File: config.mk
export PLATFORM = sky130hd
export DESIGN_NAME = boot_clock_config_decode
export DESIGN_NICKNAME = d
export VERILOG_FILES = /design/src/verilog/boot_clk_pkg.sv /design/src/verilog/boot_clock_config_decode.sv
export SDC_FILE = /design/constraint.sdc
export NUM_CORES = 1
export LEC_CHECK = 0
export BUFFER_PORTS_ARGS = -buffer_cell sky130_fd_sc_hd__buf_2
export CAP_MARGIN = 20
export CORE_ASPECT_RATIO = 0.9
export CORE_MARGIN = 2
export CORE_UTILIZATION = 50
export DETAILED_ROUTE_END_ITERATION = 8
export HOLD_SLACK_MARGIN = 0.05
export PLACE_DENSITY = 0.72
export SLEW_MARGIN = 20
export SYNTH_ARGS = -nofsm -noshare
export SYNTH_HDL_FRONTEND = slang
export SYNTH_SLANG_ARGS = --single-unit
File: constraint.sdc
create_clock -name mclk_i -period 2.3 [get_ports mclk_i]
set_input_delay 0.23 -clock mclk_i [delete_from_list [all_inputs] [get_ports mclk_i]]
set_output_delay 0.23 -clock mclk_i [all_outputs]
set_load 0.01 [all_outputs]
File: src/verilog/boot_clk_pkg.sv
// Constants and types shared by the boot clock configuration decoder.
package boot_clk_pkg;

  // Register byte addresses.
  localparam logic [15:0] ADDR_CFG_WORD_THREE = 16'h2ff0;
  localparam logic [15:0] ADDR_CFG_WORD_TWO = 16'h2ff4;
  localparam logic [15:0] ADDR_CFG_WORD_ONE = 16'h2ff8;
  localparam logic [15:0] ADDR_CFG_WORD_ZERO = 16'h2ffc;
  localparam logic [15:0] ADDR_CLK_STATUS = 16'h3000;
  localparam logic [15:0] ADDR_CLK_CONTROL = 16'h3004;

  // Field positions inside configuration word one.
  localparam int POS_PERIPH_DIV = 12;
  localparam int POS_RSVD_B11 = 11;
  localparam int POS_CLKOUT_DIS = 10;
  localparam int POS_POSC_MODE = 8;
  localparam int POS_TWO_SPEED = 7;
  localparam int POS_RSVD_B6 = 6;
  localparam int POS_SOSC_EN = 5;
  localparam int POS_RSVD_B3 = 3;
  localparam int POS_OSC_SEL = 0;

  // Status and control bit positions.
  localparam int POS_ST_VALID = 0;
  localparam int POS_ST_RSVD_ERR = 1;
  localparam int POS_ST_CONFLICT = 2;
  localparam int POS_ST_CLKOUT_ON = 3;
  localparam int POS_CTL_SUPPRESS = 0;

  // Reset values.
  localparam logic [31:0] RST_WORD = 32'h0000_0000;
  localparam logic RST_SUPPRESS = 1'b0;

  // AXI response codes.
  localparam logic [1:0] RESP_OKAY = 2'h0;
  localparam logic [1:0] RESP_SLVERR = 2'h2;
  localparam logic [1:0] RESP_DECERR = 2'h3;

  typedef enum logic [1:0] {
    POSC_EXT = 2'h0,
    POSC_XT = 2'h1,
    POSC_HS = 2'h2,
    POSC_OFF = 2'h3
  } posc_mode_t;

  typedef enum logic [2:0] {
    SRC_FRC = 3'h0,
    SRC_FAST_RC_DIVIDED_PLL = 3'h1,
    SRC_POSC = 3'h2,
    SRC_POSC_PLL = 3'h3,
    SRC_SOSC = 3'h4,
    SRC_LOW_POWER_RC_OSC = 3'h5,
    SRC_FRC_DIV16 = 3'h6,
    SRC_FAST_RC_DIVIDED = 3'h7
  } osc_sel_t;

  typedef struct packed {
    logic [31:0] word_three;
    logic [31:0] word_two;
    logic [31:0] word_one;
    logic [31:0] word_zero;
  } cfg_words_t;

  typedef struct packed {
    logic [1:0] periph_div;
    logic clkout_dis;
    posc_mode_t posc_mode;
    logic two_speed;
    logic sosc_en;
    osc_sel_t osc_sel;
  } clk_cfg_t;

  localparam clk_cfg_t RST_CFG = '{2'h0, 1'b1, POSC_OFF, 1'b0, 1'b0, SRC_FRC};

endpackage

File: src/verilog/boot_clock_config_decode.sv
// Boot clock configuration decoder with an AXI4-Lite register slave.
//
// The AXI4-Lite interface to the registers was chosen for this implementation.
`timescale 1ns/1ps
`default_nettype none
// Operation
// - The divisor field at bits 13:12 makes the peripheral bus clock the system clock over 1, 2, 4 or 8.
// - Clock-out bit 10 set keeps the clock output off; clear drives it on the oscillator output pin.
// - The clock output is active only with primary oscillator mode 11 or 00.
// - Mode field bits 9:8 selects disabled, high-speed crystal, crystal or external clock for 11, 10, 01, 00.
// - Bit 7 set enables two-speed start-up and clear disables it.
// - Bit 5 set turns the secondary oscillator on and clear keeps it off.
// - Selection 111, 110, 101, 100 give fast RC divided, fast RC over 16, low-power RC, secondary oscillator.
// - Selection 011, 010, 001, 000 give primary with PLL, primary direct, fast RC divided with PLL, fast RC.
module boot_clock_config_decode
  import boot_clk_pkg::*;
#(
  parameter int ADDR_W = 16
) (
  input wire logic mclk_i,
  input wire logic nrst_i,
  input wire cfg_words_t cfg_words_i,
  output clk_cfg_t clk_cfg_o,
  output logic cfg_valid_o,
  output logic [3:0] posc_mode_onehot_o,
  output logic [7:0] osc_src_onehot_o,
  output logic pll_enable_o,
  output logic two_speed_startup_enable_o,
  output logic secondary_osc_enable_o,
  output logic periph_clk_en_o,
  output logic osc_output_pin_o,
  output logic osc_output_pin_oe_n_o,
  input wire logic [ADDR_W-1:0] s_axi_awaddr_i,
  input wire logic s_axi_awvalid_i,
  output logic s_axi_awready_o,
  input wire logic [31:0] s_axi_wdata_i,
  input wire logic [3:0] s_axi_wstrb_i,
  input wire logic s_axi_wvalid_i,
  output logic s_axi_wready_o,
  output logic [1:0] s_axi_bresp_o,
  output logic s_axi_bvalid_o,
  input wire logic s_axi_bready_i,
  input wire logic [ADDR_W-1:0] s_axi_araddr_i,
  input wire logic s_axi_arvalid_i,
  output logic s_axi_arready_o,
  output logic [31:0] s_axi_rdata_o,
  output logic [1:0] s_axi_rresp_o,
  output logic s_axi_rvalid_o,
  input wire logic s_axi_rready_i
);

  // The register decode compares address bits 15:0, so narrower buses cannot be served.
  if (ADDR_W < 16 || ADDR_W > 32) begin : gen_addr_w_check
    $error("ADDR_W must lie between 16 and 32");
  end

  typedef enum logic [3:0] {
    ST_SYNC0 = 4'b0001,
    ST_SYNC1 = 4'b0010,
    ST_SYNC2 = 4'b0100,
    ST_HOLD = 4'b1000
  } latch_st_t;

  function automatic clk_cfg_t unpack_word(input logic [31:0] w);
    clk_cfg_t c;
    c.periph_div = w[POS_PERIPH_DIV +: 2];
    c.clkout_dis = w[POS_CLKOUT_DIS];
    c.posc_mode = posc_mode_t'(w[POS_POSC_MODE +: 2]);
    c.two_speed = w[POS_TWO_SPEED];
    c.sosc_en = w[POS_SOSC_EN];
    c.osc_sel = osc_sel_t'(w[POS_OSC_SEL +: 3]);
    return c;
  endfunction

  function automatic logic [2:0] div_mask(input logic [1:0] code);
    logic [2:0] m;
    m = 3'h0;
    unique case (code)
      2'h0: m = 3'h0;
      2'h1: m = 3'h1;
      2'h2: m = 3'h3;
      2'h3: m = 3'h7;
    endcase
    return m;
  endfunction

  cfg_words_t sync1_ff;
  cfg_words_t sync2_ff;
  cfg_words_t words_ff;
  clk_cfg_t cfg_ff;
  latch_st_t st_ff;
  logic valid_ff;
  logic rsvd_err_ff;
  logic conflict_ff;
  logic [2:0] div_cnt_ff;
  logic pclk_en_ff;
  logic osc_out_ff;
  logic osc_oe_n_ff;
  logic suppress_ff;
  logic [3:0] posc_oh_ff;
  logic [7:0] src_oh_ff;
  logic pll_ff;
  logic clkout_active;

  // The words come from nonvolatile storage outside this clock domain.
  always_ff @(posedge mclk_i or negedge nrst_i) begin
    if (!nrst_i) begin
      sync1_ff <= '0;
      sync2_ff <= '0;
    end else begin
      sync1_ff <= cfg_words_i;
      sync2_ff <= sync1_ff;
    end
  end

  // Capture waits for the synchroniser to fill, then freezes until the next reset.
  // The second stage holds the words only after the second edge, hence three states.
  always_ff @(posedge mclk_i or negedge nrst_i) begin
    if (!nrst_i) begin
      st_ff <= ST_SYNC0;
      valid_ff <= 1'b0;
      words_ff <= '0;
      cfg_ff <= RST_CFG;
      rsvd_err_ff <= 1'b0;
      conflict_ff <= 1'b0;
    end else begin
      unique case (st_ff)
        ST_SYNC0: st_ff <= ST_SYNC1;
        ST_SYNC1: st_ff <= ST_SYNC2;
        ST_SYNC2: begin
          st_ff <= ST_HOLD;
          valid_ff <= 1'b1;
          words_ff <= sync2_ff;
          cfg_ff <= unpack_word(sync2_ff.word_one);
          // Wrong reserved bits are flagged, not corrected.
          rsvd_err_ff <= ~(sync2_ff.word_one[POS_RSVD_B11] & sync2_ff.word_one[POS_RSVD_B6]
                           & (&sync2_ff.word_one[POS_RSVD_B3 +: 2]));
          conflict_ff <= (sync2_ff.word_one[POS_OSC_SEL +: 3] == SRC_POSC)
                         && (sync2_ff.word_one[POS_POSC_MODE +: 2] == POSC_OFF);
        end
        ST_HOLD: st_ff <= ST_HOLD;
      endcase
    end
  end

  // Decoded selects are held in flops so every output is registered.
  always_ff @(posedge mclk_i or negedge nrst_i) begin
    if (!nrst_i) begin
      posc_oh_ff <= 4'h0;
      src_oh_ff <= 8'h00;
      pll_ff <= 1'b0;
    end else begin
      posc_oh_ff <= valid_ff ? (4'h1 << cfg_ff.posc_mode) : 4'h0;
      src_oh_ff <= valid_ff ? (8'h01 << cfg_ff.osc_sel) : 8'h00;
      pll_ff <= valid_ff && (cfg_ff.osc_sel == SRC_POSC_PLL
                             || cfg_ff.osc_sel == SRC_FAST_RC_DIVIDED_PLL);
    end
  end

  // The peripheral clock is delivered as a one-in-N enable on the system clock.
  always_ff @(posedge mclk_i or negedge nrst_i) begin
    if (!nrst_i) begin
      div_cnt_ff <= 3'h0;
      pclk_en_ff <= 1'b0;
    end else begin
      div_cnt_ff <= valid_ff ? div_cnt_ff + 3'h1 : 3'h0;
      pclk_en_ff <= valid_ff
                    && ((div_cnt_ff & div_mask(cfg_ff.periph_div))
                        == div_mask(cfg_ff.periph_div));
    end
  end

  assign clkout_active = valid_ff && !cfg_ff.clkout_dis && !suppress_ff
                         && (cfg_ff.posc_mode == POSC_OFF
                             || cfg_ff.posc_mode == POSC_EXT);

  // The pin carries half the system clock, the fastest a flop can drive.
  always_ff @(posedge mclk_i or negedge nrst_i) begin
    if (!nrst_i) begin
      osc_out_ff <= 1'b0;
      osc_oe_n_ff <= 1'b1;
    end else begin
      osc_out_ff <= clkout_active ? ~osc_out_ff : 1'b0;
      osc_oe_n_ff <= ~clkout_active;
    end
  end

  logic aw_got_ff;
  logic w_got_ff;
  logic [ADDR_W-1:0] awaddr_ff;
  logic [31:0] wdata_ff;
  logic wstrb0_ff;
  logic awready_ff;
  logic wready_ff;
  logic bvalid_ff;
  logic [1:0] bresp_ff;
  logic arready_ff;
  logic rvalid_ff;
  logic [31:0] rdata_ff;
  logic [1:0] rresp_ff;
  logic aw_hs;
  logic w_hs;
  logic b_hs;
  logic ar_hs;
  logic r_hs;
  logic nxt_aw_got;
  logic nxt_w_got;
  logic nxt_bvalid;
  logic do_write;
  logic [31:0] status_word;

  assign aw_hs = s_axi_awvalid_i && awready_ff;
  assign w_hs = s_axi_wvalid_i && wready_ff;
  assign b_hs = bvalid_ff && s_axi_bready_i;
  assign ar_hs = s_axi_arvalid_i && arready_ff;
  assign r_hs = rvalid_ff && s_axi_rready_i;
  assign do_write = (aw_got_ff || aw_hs) && (w_got_ff || w_hs) && !bvalid_ff;
  assign nxt_aw_got = (aw_got_ff || aw_hs) && !do_write;
  assign nxt_w_got = (w_got_ff || w_hs) && !do_write;
  assign nxt_bvalid = do_write || (bvalid_ff && !b_hs);
  assign status_word = {28'h0, ~osc_oe_n_ff, conflict_ff, rsvd_err_ff, valid_ff};

  always_ff @(posedge mclk_i or negedge nrst_i) begin
    if (!nrst_i) begin
      aw_got_ff <= 1'b0;
      w_got_ff <= 1'b0;
      awaddr_ff <= '0;
      wdata_ff <= RST_WORD;
      wstrb0_ff <= 1'b0;
      awready_ff <= 1'b0;
      wready_ff <= 1'b0;
      bvalid_ff <= 1'b0;
      bresp_ff <= RESP_OKAY;
    end else begin
      aw_got_ff <= nxt_aw_got;
      w_got_ff <= nxt_w_got;
      awready_ff <= !nxt_aw_got && !nxt_bvalid;
      wready_ff <= !nxt_w_got && !nxt_bvalid;
      bvalid_ff <= nxt_bvalid;
      if (aw_hs) begin
        awaddr_ff <= s_axi_awaddr_i;
      end
      if (w_hs) begin
        wdata_ff <= s_axi_wdata_i;
        wstrb0_ff <= s_axi_wstrb_i[0];
      end
      if (do_write) begin
        unique case (aw_hs ? s_axi_awaddr_i[15:0] : awaddr_ff[15:0])
          ADDR_CLK_CONTROL: bresp_ff <= RESP_OKAY;
          ADDR_CFG_WORD_THREE, ADDR_CFG_WORD_TWO, ADDR_CFG_WORD_ONE,
          ADDR_CFG_WORD_ZERO, ADDR_CLK_STATUS: bresp_ff <= RESP_SLVERR;
          default: bresp_ff <= RESP_DECERR;
        endcase
      end
    end
  end

  // Software may only add a gate on the clock output, never force it on.
  always_ff @(posedge mclk_i or negedge nrst_i) begin
    if (!nrst_i) begin
      suppress_ff <= RST_SUPPRESS;
    end else if (do_write
                 && (aw_hs ? s_axi_awaddr_i[15:0] : awaddr_ff[15:0]) == ADDR_CLK_CONTROL
                 && (w_hs ? s_axi_wstrb_i[0] : wstrb0_ff)) begin
      suppress_ff <= w_hs ? s_axi_wdata_i[POS_CTL_SUPPRESS] : wdata_ff[POS_CTL_SUPPRESS];
    end
  end

  always_ff @(posedge mclk_i or negedge nrst_i) begin
    if (!nrst_i) begin
      arready_ff <= 1'b0;
      rvalid_ff <= 1'b0;
      rdata_ff <= RST_WORD;
      rresp_ff <= RESP_OKAY;
    end else begin
      arready_ff <= !(ar_hs || (rvalid_ff && !r_hs));
      if (ar_hs) begin
        rvalid_ff <= 1'b1;
        rresp_ff <= RESP_OKAY;
        unique case (s_axi_araddr_i[15:0])
          ADDR_CFG_WORD_THREE: rdata_ff <= words_ff.word_three;
          ADDR_CFG_WORD_TWO: rdata_ff <= words_ff.word_two;
          ADDR_CFG_WORD_ONE: rdata_ff <= words_ff.word_one;
          ADDR_CFG_WORD_ZERO: rdata_ff <= words_ff.word_zero;
          ADDR_CLK_STATUS: rdata_ff <= status_word;
          ADDR_CLK_CONTROL: rdata_ff <= {31'h0, suppress_ff};
          default: begin
            rdata_ff <= RST_WORD;
            rresp_ff <= RESP_DECERR;
          end
        endcase
      end else if (r_hs) begin
        rvalid_ff <= 1'b0;
      end
    end
  end

  assign clk_cfg_o = cfg_ff;
  assign cfg_valid_o = valid_ff;
  assign posc_mode_onehot_o = posc_oh_ff;
  assign osc_src_onehot_o = src_oh_ff;
  assign pll_enable_o = pll_ff;
  assign two_speed_startup_enable_o = cfg_ff.two_speed;
  assign secondary_osc_enable_o = cfg_ff.sosc_en;
  assign periph_clk_en_o = pclk_en_ff;
  assign osc_output_pin_o = osc_out_ff;
  assign osc_output_pin_oe_n_o = osc_oe_n_ff;
  assign s_axi_awready_o = awready_ff;
  assign s_axi_wready_o = wready_ff;
  assign s_axi_bvalid_o = bvalid_ff;
  assign s_axi_bresp_o = bresp_ff;
  assign s_axi_arready_o = arready_ff;
  assign s_axi_rvalid_o = rvalid_ff;
  assign s_axi_rdata_o = rdata_ff;
  assign s_axi_rresp_o = rresp_ff;
endmodule // boot_clock_config_decode
`default_nettype wire

# After elaboration in Yosys (flattened, before gate mapping)

Index checks and enable logic that the tools add are counted.

Flip-flop bits (word level): 482
Output and inout bits: 70

Bitwise operators: 7
Shift-type cells: 2
Equality and inequality tests: 25
Reductions and logical operators: 44
Add/sub/neg operators: 1
Multiplexer cells: 14

Operators by type and width:

| cell                                                                    | count |
|---|---|
| 16-bit by 14-bit equality test with 1-bit output, second input constant | 12 |
| 32-bit one-hot mux with 6 select lines                                  | 1 |
| 1-bit logical AND                                                       | 21 |
| 16-bit two-way mux                                                      | 1 |
| 3-bit one-hot mux with 4 select lines                                   | 1 |
| 4-bit one-hot mux with 3 select lines                                   | 1 |
| 1-bit logical NOT                                                       | 10 |
| 2-bit equality test, second input constant                              | 4 |
| 8-bit two-way mux                                                       | 1 |
| 1-bit by 3-bit left shift with 8-bit output, first input constant       | 1 |
| 3-bit by 2-bit equality test with 1-bit output, second input constant   | 2 |
| 1-bit logical OR                                                        | 6 |
| 6-bit OR reduction                                                      | 1 |
| 1-bit two-way mux                                                       | 5 |
| 5-bit OR reduction                                                      | 1 |
| 4-bit by 1-bit equality test with 1-bit output, second input constant   | 1 |
| 4-bit by 2-bit equality test with 1-bit output, second input constant   | 1 |
| 4-bit by 3-bit equality test with 1-bit output, second input constant   | 1 |
| 4-bit equality test, second input constant                              | 1 |
| 2-bit logical NOT                                                       | 2 |
| 4-bit two-way mux                                                       | 1 |
| 1-bit NOT                                                               | 4 |
| 2-bit one-hot mux with 2 select lines                                   | 1 |
| 1-bit by 2-bit left shift with 4-bit output, first input constant       | 1 |
| 11 further kinds                                                        | 12 |

# Longest topological paths before layout

Word-level depth: 8
Depth in mapped cells: 7
Mapped depth without buffers: 5

# Least setup slack after synthesis

Ideal clock, no wire load.

Kind: reg-to-reg
Start: reg cfg_ff, in the netlist clk_cfg_o[5]
End: reg osc_out_ff, in the netlist osc_output_pin_o
Buffers on the path: 0
Library setup time: 0.073 ns
Clock period less this slack: 1.677 ns
Data arrival time: 1.605 ns
Stages on the path, launching flop included: 5
Path slack: 0.623 ns
Path through: dfstp_2 > inv_1 > ha_1 > or4b_2 > nor2_1

Word-level cells in the longest chain between the ends: 4

RTL lines:

| what                                                            | line                                                             | source |
|---|---|---|
| from (decl)                                                     | boot_clock_config_decode.sv:90                                   | `clk_cfg_t cfg_ff;` |
| from (signal assigned)                                          | boot_clock_config_decode.sv:134                                  | `cfg_ff <= unpack_word(sync2_ff.word_one);` |
| 2-bit equality test / 2-bit logical NOT (equally long branches) | boot_clock_config_decode.sv:174, boot_clock_config_decode.sv:175 |  |
| 1-bit logical OR (*)                                            | boot_clock_config_decode.sv:175                                  | `\|\| cfg_ff.posc_mode == POSC_EXT);` |
| 1-bit logical AND (*)                                           | boot_clock_config_decode.sv:174                                  | `&& (cfg_ff.posc_mode == POSC_OFF` |
| 1-bit two-way mux (*)                                           | boot_clock_config_decode.sv:183                                  | `osc_out_ff <= clkout_active ? ~osc_out_ff : 1'b0;` |
| to (signal assigned)                                            | boot_clock_config_decode.sv:183                                  |  |
| to (decl)                                                       | boot_clock_config_decode.sv:97                                   | `logic osc_out_ff;` |

Mark *: on every way between the ends. The rest lies on a longest branch, timed or not.
A chain may end at the register's enable or synchronous reset.

# Final worst setup path

Start: reg awaddr_ff[7]
End: reg suppress_ff

Word-level cells in the longest chain between the ends: 4

RTL lines:

| what                                             | line                            | source |
|---|---|---|
| from (decl)                                      | boot_clock_config_decode.sv:190 | `logic [ADDR_W-1:0] awaddr_ff;` |
| from (signal assigned)                           | boot_clock_config_decode.sv:241 | `awaddr_ff <= s_axi_awaddr_i;` |
| 16-bit two-way mux                               | boot_clock_config_decode.sv:263 | `&& (aw_hs ? s_axi_awaddr_i[15:0] : awaddr_ff[15:0]) == ADDR_CLK_CONTROL` |
| 16-bit by 14-bit equality test with 1-bit output | boot_clock_config_decode.sv:263 |  |
| 1-bit logical AND                                | boot_clock_config_decode.sv:263 |  |
| 1-bit logical AND                                | boot_clock_config_decode.sv:264 | `&& (w_hs ? s_axi_wstrb_i[0] : wstrb0_ff)) begin` |
| to (signal assigned)                             | boot_clock_config_decode.sv:265 | `suppress_ff <= w_hs ? s_axi_wdata_i[POS_CTL_SUPPRESS] : wdata_ff[POS_CTL_SUPPRESS];` |
| to (decl)                                        | boot_clock_config_decode.sv:99  | `logic suppress_ff;` |

Every way passes these cells.

==> impl_metrics.py <==
metrics = {
    "grt": {
        "grt_start_max_net_pins": 90,
        "gr-usage-all-layers_pct": 22.70,
        "antenna_found_initial": 3,
        "grt_pass1_wl_mm": 56.85,
        "grt_overflow": 0,
        "grt_pass1_vias": 10590,
    },
    "timing": {
        "period_share_pct": 80.54,
        "finalSetupViolCount": 0,
        "drv_slew": 0,
        "hold_violations": 0,
        "slew_headroom_pct": 46.23,
        "clock_skew_ns": 0.02083,
        "clock.fmax_ghz": 0.5399,
        "fin_crit_ns": 1.852,
        "rsz0062_at_grt": "no",
        "tightest_slew_ns": 0.8065,
        "fin_tns_setup_ns": 0,
    },
    "cts": {
        "clk_pin_slew_ns": 0.06,
        "htree_levels": 2,
        "numCtsBuffers": 45,
        "cts_max_path_buffers": 3,
        "cts.sinks": 474,
        "cts-root-buf": "clkbuf_16",
        "ctsResizeCount": 0,
        "post_cts_buffers": 0,
        "clk_latency_ns": 0.55,
        "tritoncts": "done",
    },
    "setup_path": {
        "cp_slowest_stage_delay_ns": 0.39,
        "startpoint_type": "register",
        "critical_path_required_ns": 2.72,
        "r2r_slack_ns": 0.45,
        "path_cells": "nor4_1 > nand4b_1 > o22ai_1 > nand4_1 > mux2_1",
        "worstPathArrival_ns": 2.27,
        "critPathKind": "register to register",
        "worstReg2RegEnd": "suppress_ff$_DFFE_PN0P_",
        "path_max_fanout": 3,
        "cpLargestDelayFamily": "simple AND/OR/NAND/NOR gates",
        "r2r-start": "awaddr_ff[7]$_DFF_PN0_",
        "worst_path_max_delay_cell": "dfrtp_1",
        "end_kind": "register",
        "reg2reg_depth": 5,
        "cp_num_buf_inv": 0,
    },
    "job": {
        "cap_violations": 0,
    },
    "detailed_routing": {
        "drtPass1Iterations": 5,
        "drc": 0,
        "via_per_inst": 5.027,
        "routedWlPerCell_um": 17.37,
        "drtIter0Drc": 706,
        "drt-total-wl_mm": 35.76,
        "ant_nets": 0,
        "num_vias": 10350,
    },
    "floorplanning": {
        "fp-row-count": 61,
        "ios": 273,
        "die_h_um": 171.2,
        "core_area_sq_um": 30760,
        "die_w_um": 189.8,
        "start_util_pct": 50.49,
        "die-area_sq_um": 32480,
    },
    "finish": {
        "postLayoutCellArea_sq_um": 20280,
        "nNetsFinal": 1826,
        "syn2layout_area_growth_pct": 30.60,
        "drive_gt1_share_pct": 21.65,
    },
    "pwr": {
        "vdd.ir_drop.worst_mv": 0.7568,
        "p_per_area_nw_per_um2": 1072,
        "cellLeakagePower_nw": 10.04,
    },
    "synthesis": {
        "synth_seq_cells": 474,
        "synth_ff_type": "dfrtp_1",
        "avgSynthCellArea_sq_um": 12.79,
        "ys_types": 51,
        "synthesis.area_sq_um": 15530,
        "async_flop_share_pct": 100.0,
        "synthCells": 1214,
        "synth_edf_count": 0,
        "synth_warnings": 0,
        "syn_nets": 1422,
        "synth-seq-area-share_pct": 76.42,
    },
    "placement": {
        "gp_congestion": 0.8717,
        "place_area_sq_um": 17270,
        "hpwl_mm": 21.01,
        "io_buffers": 238,
    },
    "run_status": {
        "run_status": "completed",
    },
    "min_path": {
        "holdPathStages": 3,
        "hp-class": "input port to register",
        "hold_end": "s_axi_awready_o$_DFF_PN0_",
        "hp-start": "s_axi_awvalid_i",
    },
}
-- cell usage in the layout (no fill, tap or decap), types with 4 or more instances in the layout --
| master | instances |
|---|---|
| bufinv_16 | 4 |
| mux4_2 | 4 |
| clkbuf_16 | 46 |
| buf_2 | 237 |
| nand4b_1 | 6 |
| o21ai_1 | 22 |
| dfrtp_1 | 469 |
| dlygate4sd3_1 | 152 |
| nor3_1 | 8 |
| and2_1 | 9 |
| clkbuf_1 | 11 |
| nor2_1 | 19 |
| nand3_1 | 5 |
| a22o_1 | 31 |
| buf_12 | 8 |
| buf_4 | 19 |
| dfstp_2 | 5 |
| clkinv_2 | 7 |
| clkbuf_8 | 9 |
| nor4b_1 | 4 |
| nor2b_1 | 4 |
| inv_1 | 6 |
| o21ai_0 | 15 |
| and3_1 | 4 |
| a221oi_1 | 28 |
| ha_1 | 5 |
| nand2_1 | 464 |
| nand4_1 | 4 |
-- power breakdown --
| group | switching, mW | internal [mW] |
|---|---|---|
| combinational | 1.71 | 1.42 |
| sequential | 1.10 | 10.1 |
| clock | 2.98 | 4.40 |
| total | 5.80 | 16.0 |
-- layer usage --
layer / wire, um / up-vias / track usage, %
met3: 1963 / 72 / 4.366
met4: 920 / 2 / 7.718
li1: - / 4752 / -
met2: 17500 / 325 / 37.17
met1: 15350 / 5200 / 30.95
met5: 13 / - / 0
-- area by class of cell --
cell class | count | area, sq um
Tap cell | 409 | 511.7
Fill cell | 2238 | 10480
Clock inverter | 12 | 171.4
Multi-Input combinational cell | 674 | 3363
Clock buffer | 66 | 1316
Inverter | 6 | 22.52
Timing Repair Buffer | 417 | 3025
Antenna cell | 1 | 2.502
Sequential cell | 474 | 11870
-- cell families (layout without fill, tap and decap cells) --
group / count (synthesis) / count (layout) / synth area share [%]
compound gates: 110 / 110 / 5.213
xor+xnor: 2 / 2 / 0.1128
fa+ha+maj: 5 / 5 / 0.4029
buf+inv: 66 / 501 / 2.119
flops: 474 / 474 / 76.42
mux: 8 / 8 / 0.8702
other cells: 1 / 2 / 0.02415
simple gates: 548 / 548 / 14.83
-- registers in the layout, indices dropped and copies added (netlist names), 2 cells and up --
register            flops
st_ff                   4
posc_mode_onehot_o      4
sync2_ff              128
s_axi_bresp_o           2
s_axi_rdata_o          32
clk_cfg_o               3
words_ff              128
div_cnt_ff              3
awaddr_ff              16
sync1_ff              128
osc_src_onehot_o        8
-- synth_stat cells, drive strengths merged (2+ instances only) --
master  number  share of area [%]
dfrtp      469                 76
nand2      465                 11
buf         37                1.4
o21ai       37                1.2
a22o        31                1.7
a221oi      28                1.6
clkbuf      23               0.56
nor2        20               0.50
and2         9               0.36
nor3         8               0.26
nor4b        7               0.57
inv          6               0.15
nand3        6               0.27
nand4b       6               0.34
and3         5               0.20
dfstp        5               0.85
ha           5               0.40
mux2         4               0.29
mux4         4               0.58
nand4        4               0.16
nor2b        4               0.16
nor4         4               0.26
nand2b       3               0.12
or4          3               0.15
a21oi        2              0.064
a31oi        2              0.081
a32o         2               0.13
or4b         2               0.13
-- worst max-delay path by stage --
stage                                   from                            to  slack (ns)  depth (start not counted)
floorplan           clk_cfg_o[5]$_DFFE_PN1N_    osc_output_pin_o$_DFF_PN0_        0.62                          4
detailed placement         s_axi_araddr_i[1]  s_axi_rdata_o[6]$_DFFE_PN0P_        0.30                          5
global placement           s_axi_araddr_i[1]  s_axi_rdata_o[6]$_DFFE_PN0P_        0.28                          5
global route          awaddr_ff[7]$_DFF_PN0_       suppress_ff$_DFFE_PN0P_        0.36                          5
CTS                       st_ff[1]$_DFF_PN0_      words_ff[85]$_DFFE_PN0N_        0.46                          4
finish                awaddr_ff[7]$_DFF_PN0_       suppress_ff$_DFFE_PN0P_        0.45                          5
-- tightest hold or removal path: stages --
cell and delay [ns]:
buf_2 0.08, and2_1 0.26, nor3_1 0.09
-- metrics by stage --
step	total power, mW	std cells	utilization, %	hold slack, ns	setup slack, ns
after global routing	22.98	2059	65.94	0.1581	0.3599
after CTS	21.86	2058	65.93	0.1043	0.4634
after floorplan	12.94	1214	-	-0.06559	0.6226
final	21.75	2059	65.94	0.1681	0.4477
after detailed placement	14.21	1828	56.14	0.1904	0.2952
after global placement	14.02	1828	56.14	0.1872	0.2786
-- repair_timing --
item | CTS | global route
hold buffers | 152 | 0
setup endpoints to repair | 0 | 0
endpoints found under the hold margin | 354 | 0
Power figures use the tool's default switching activity.
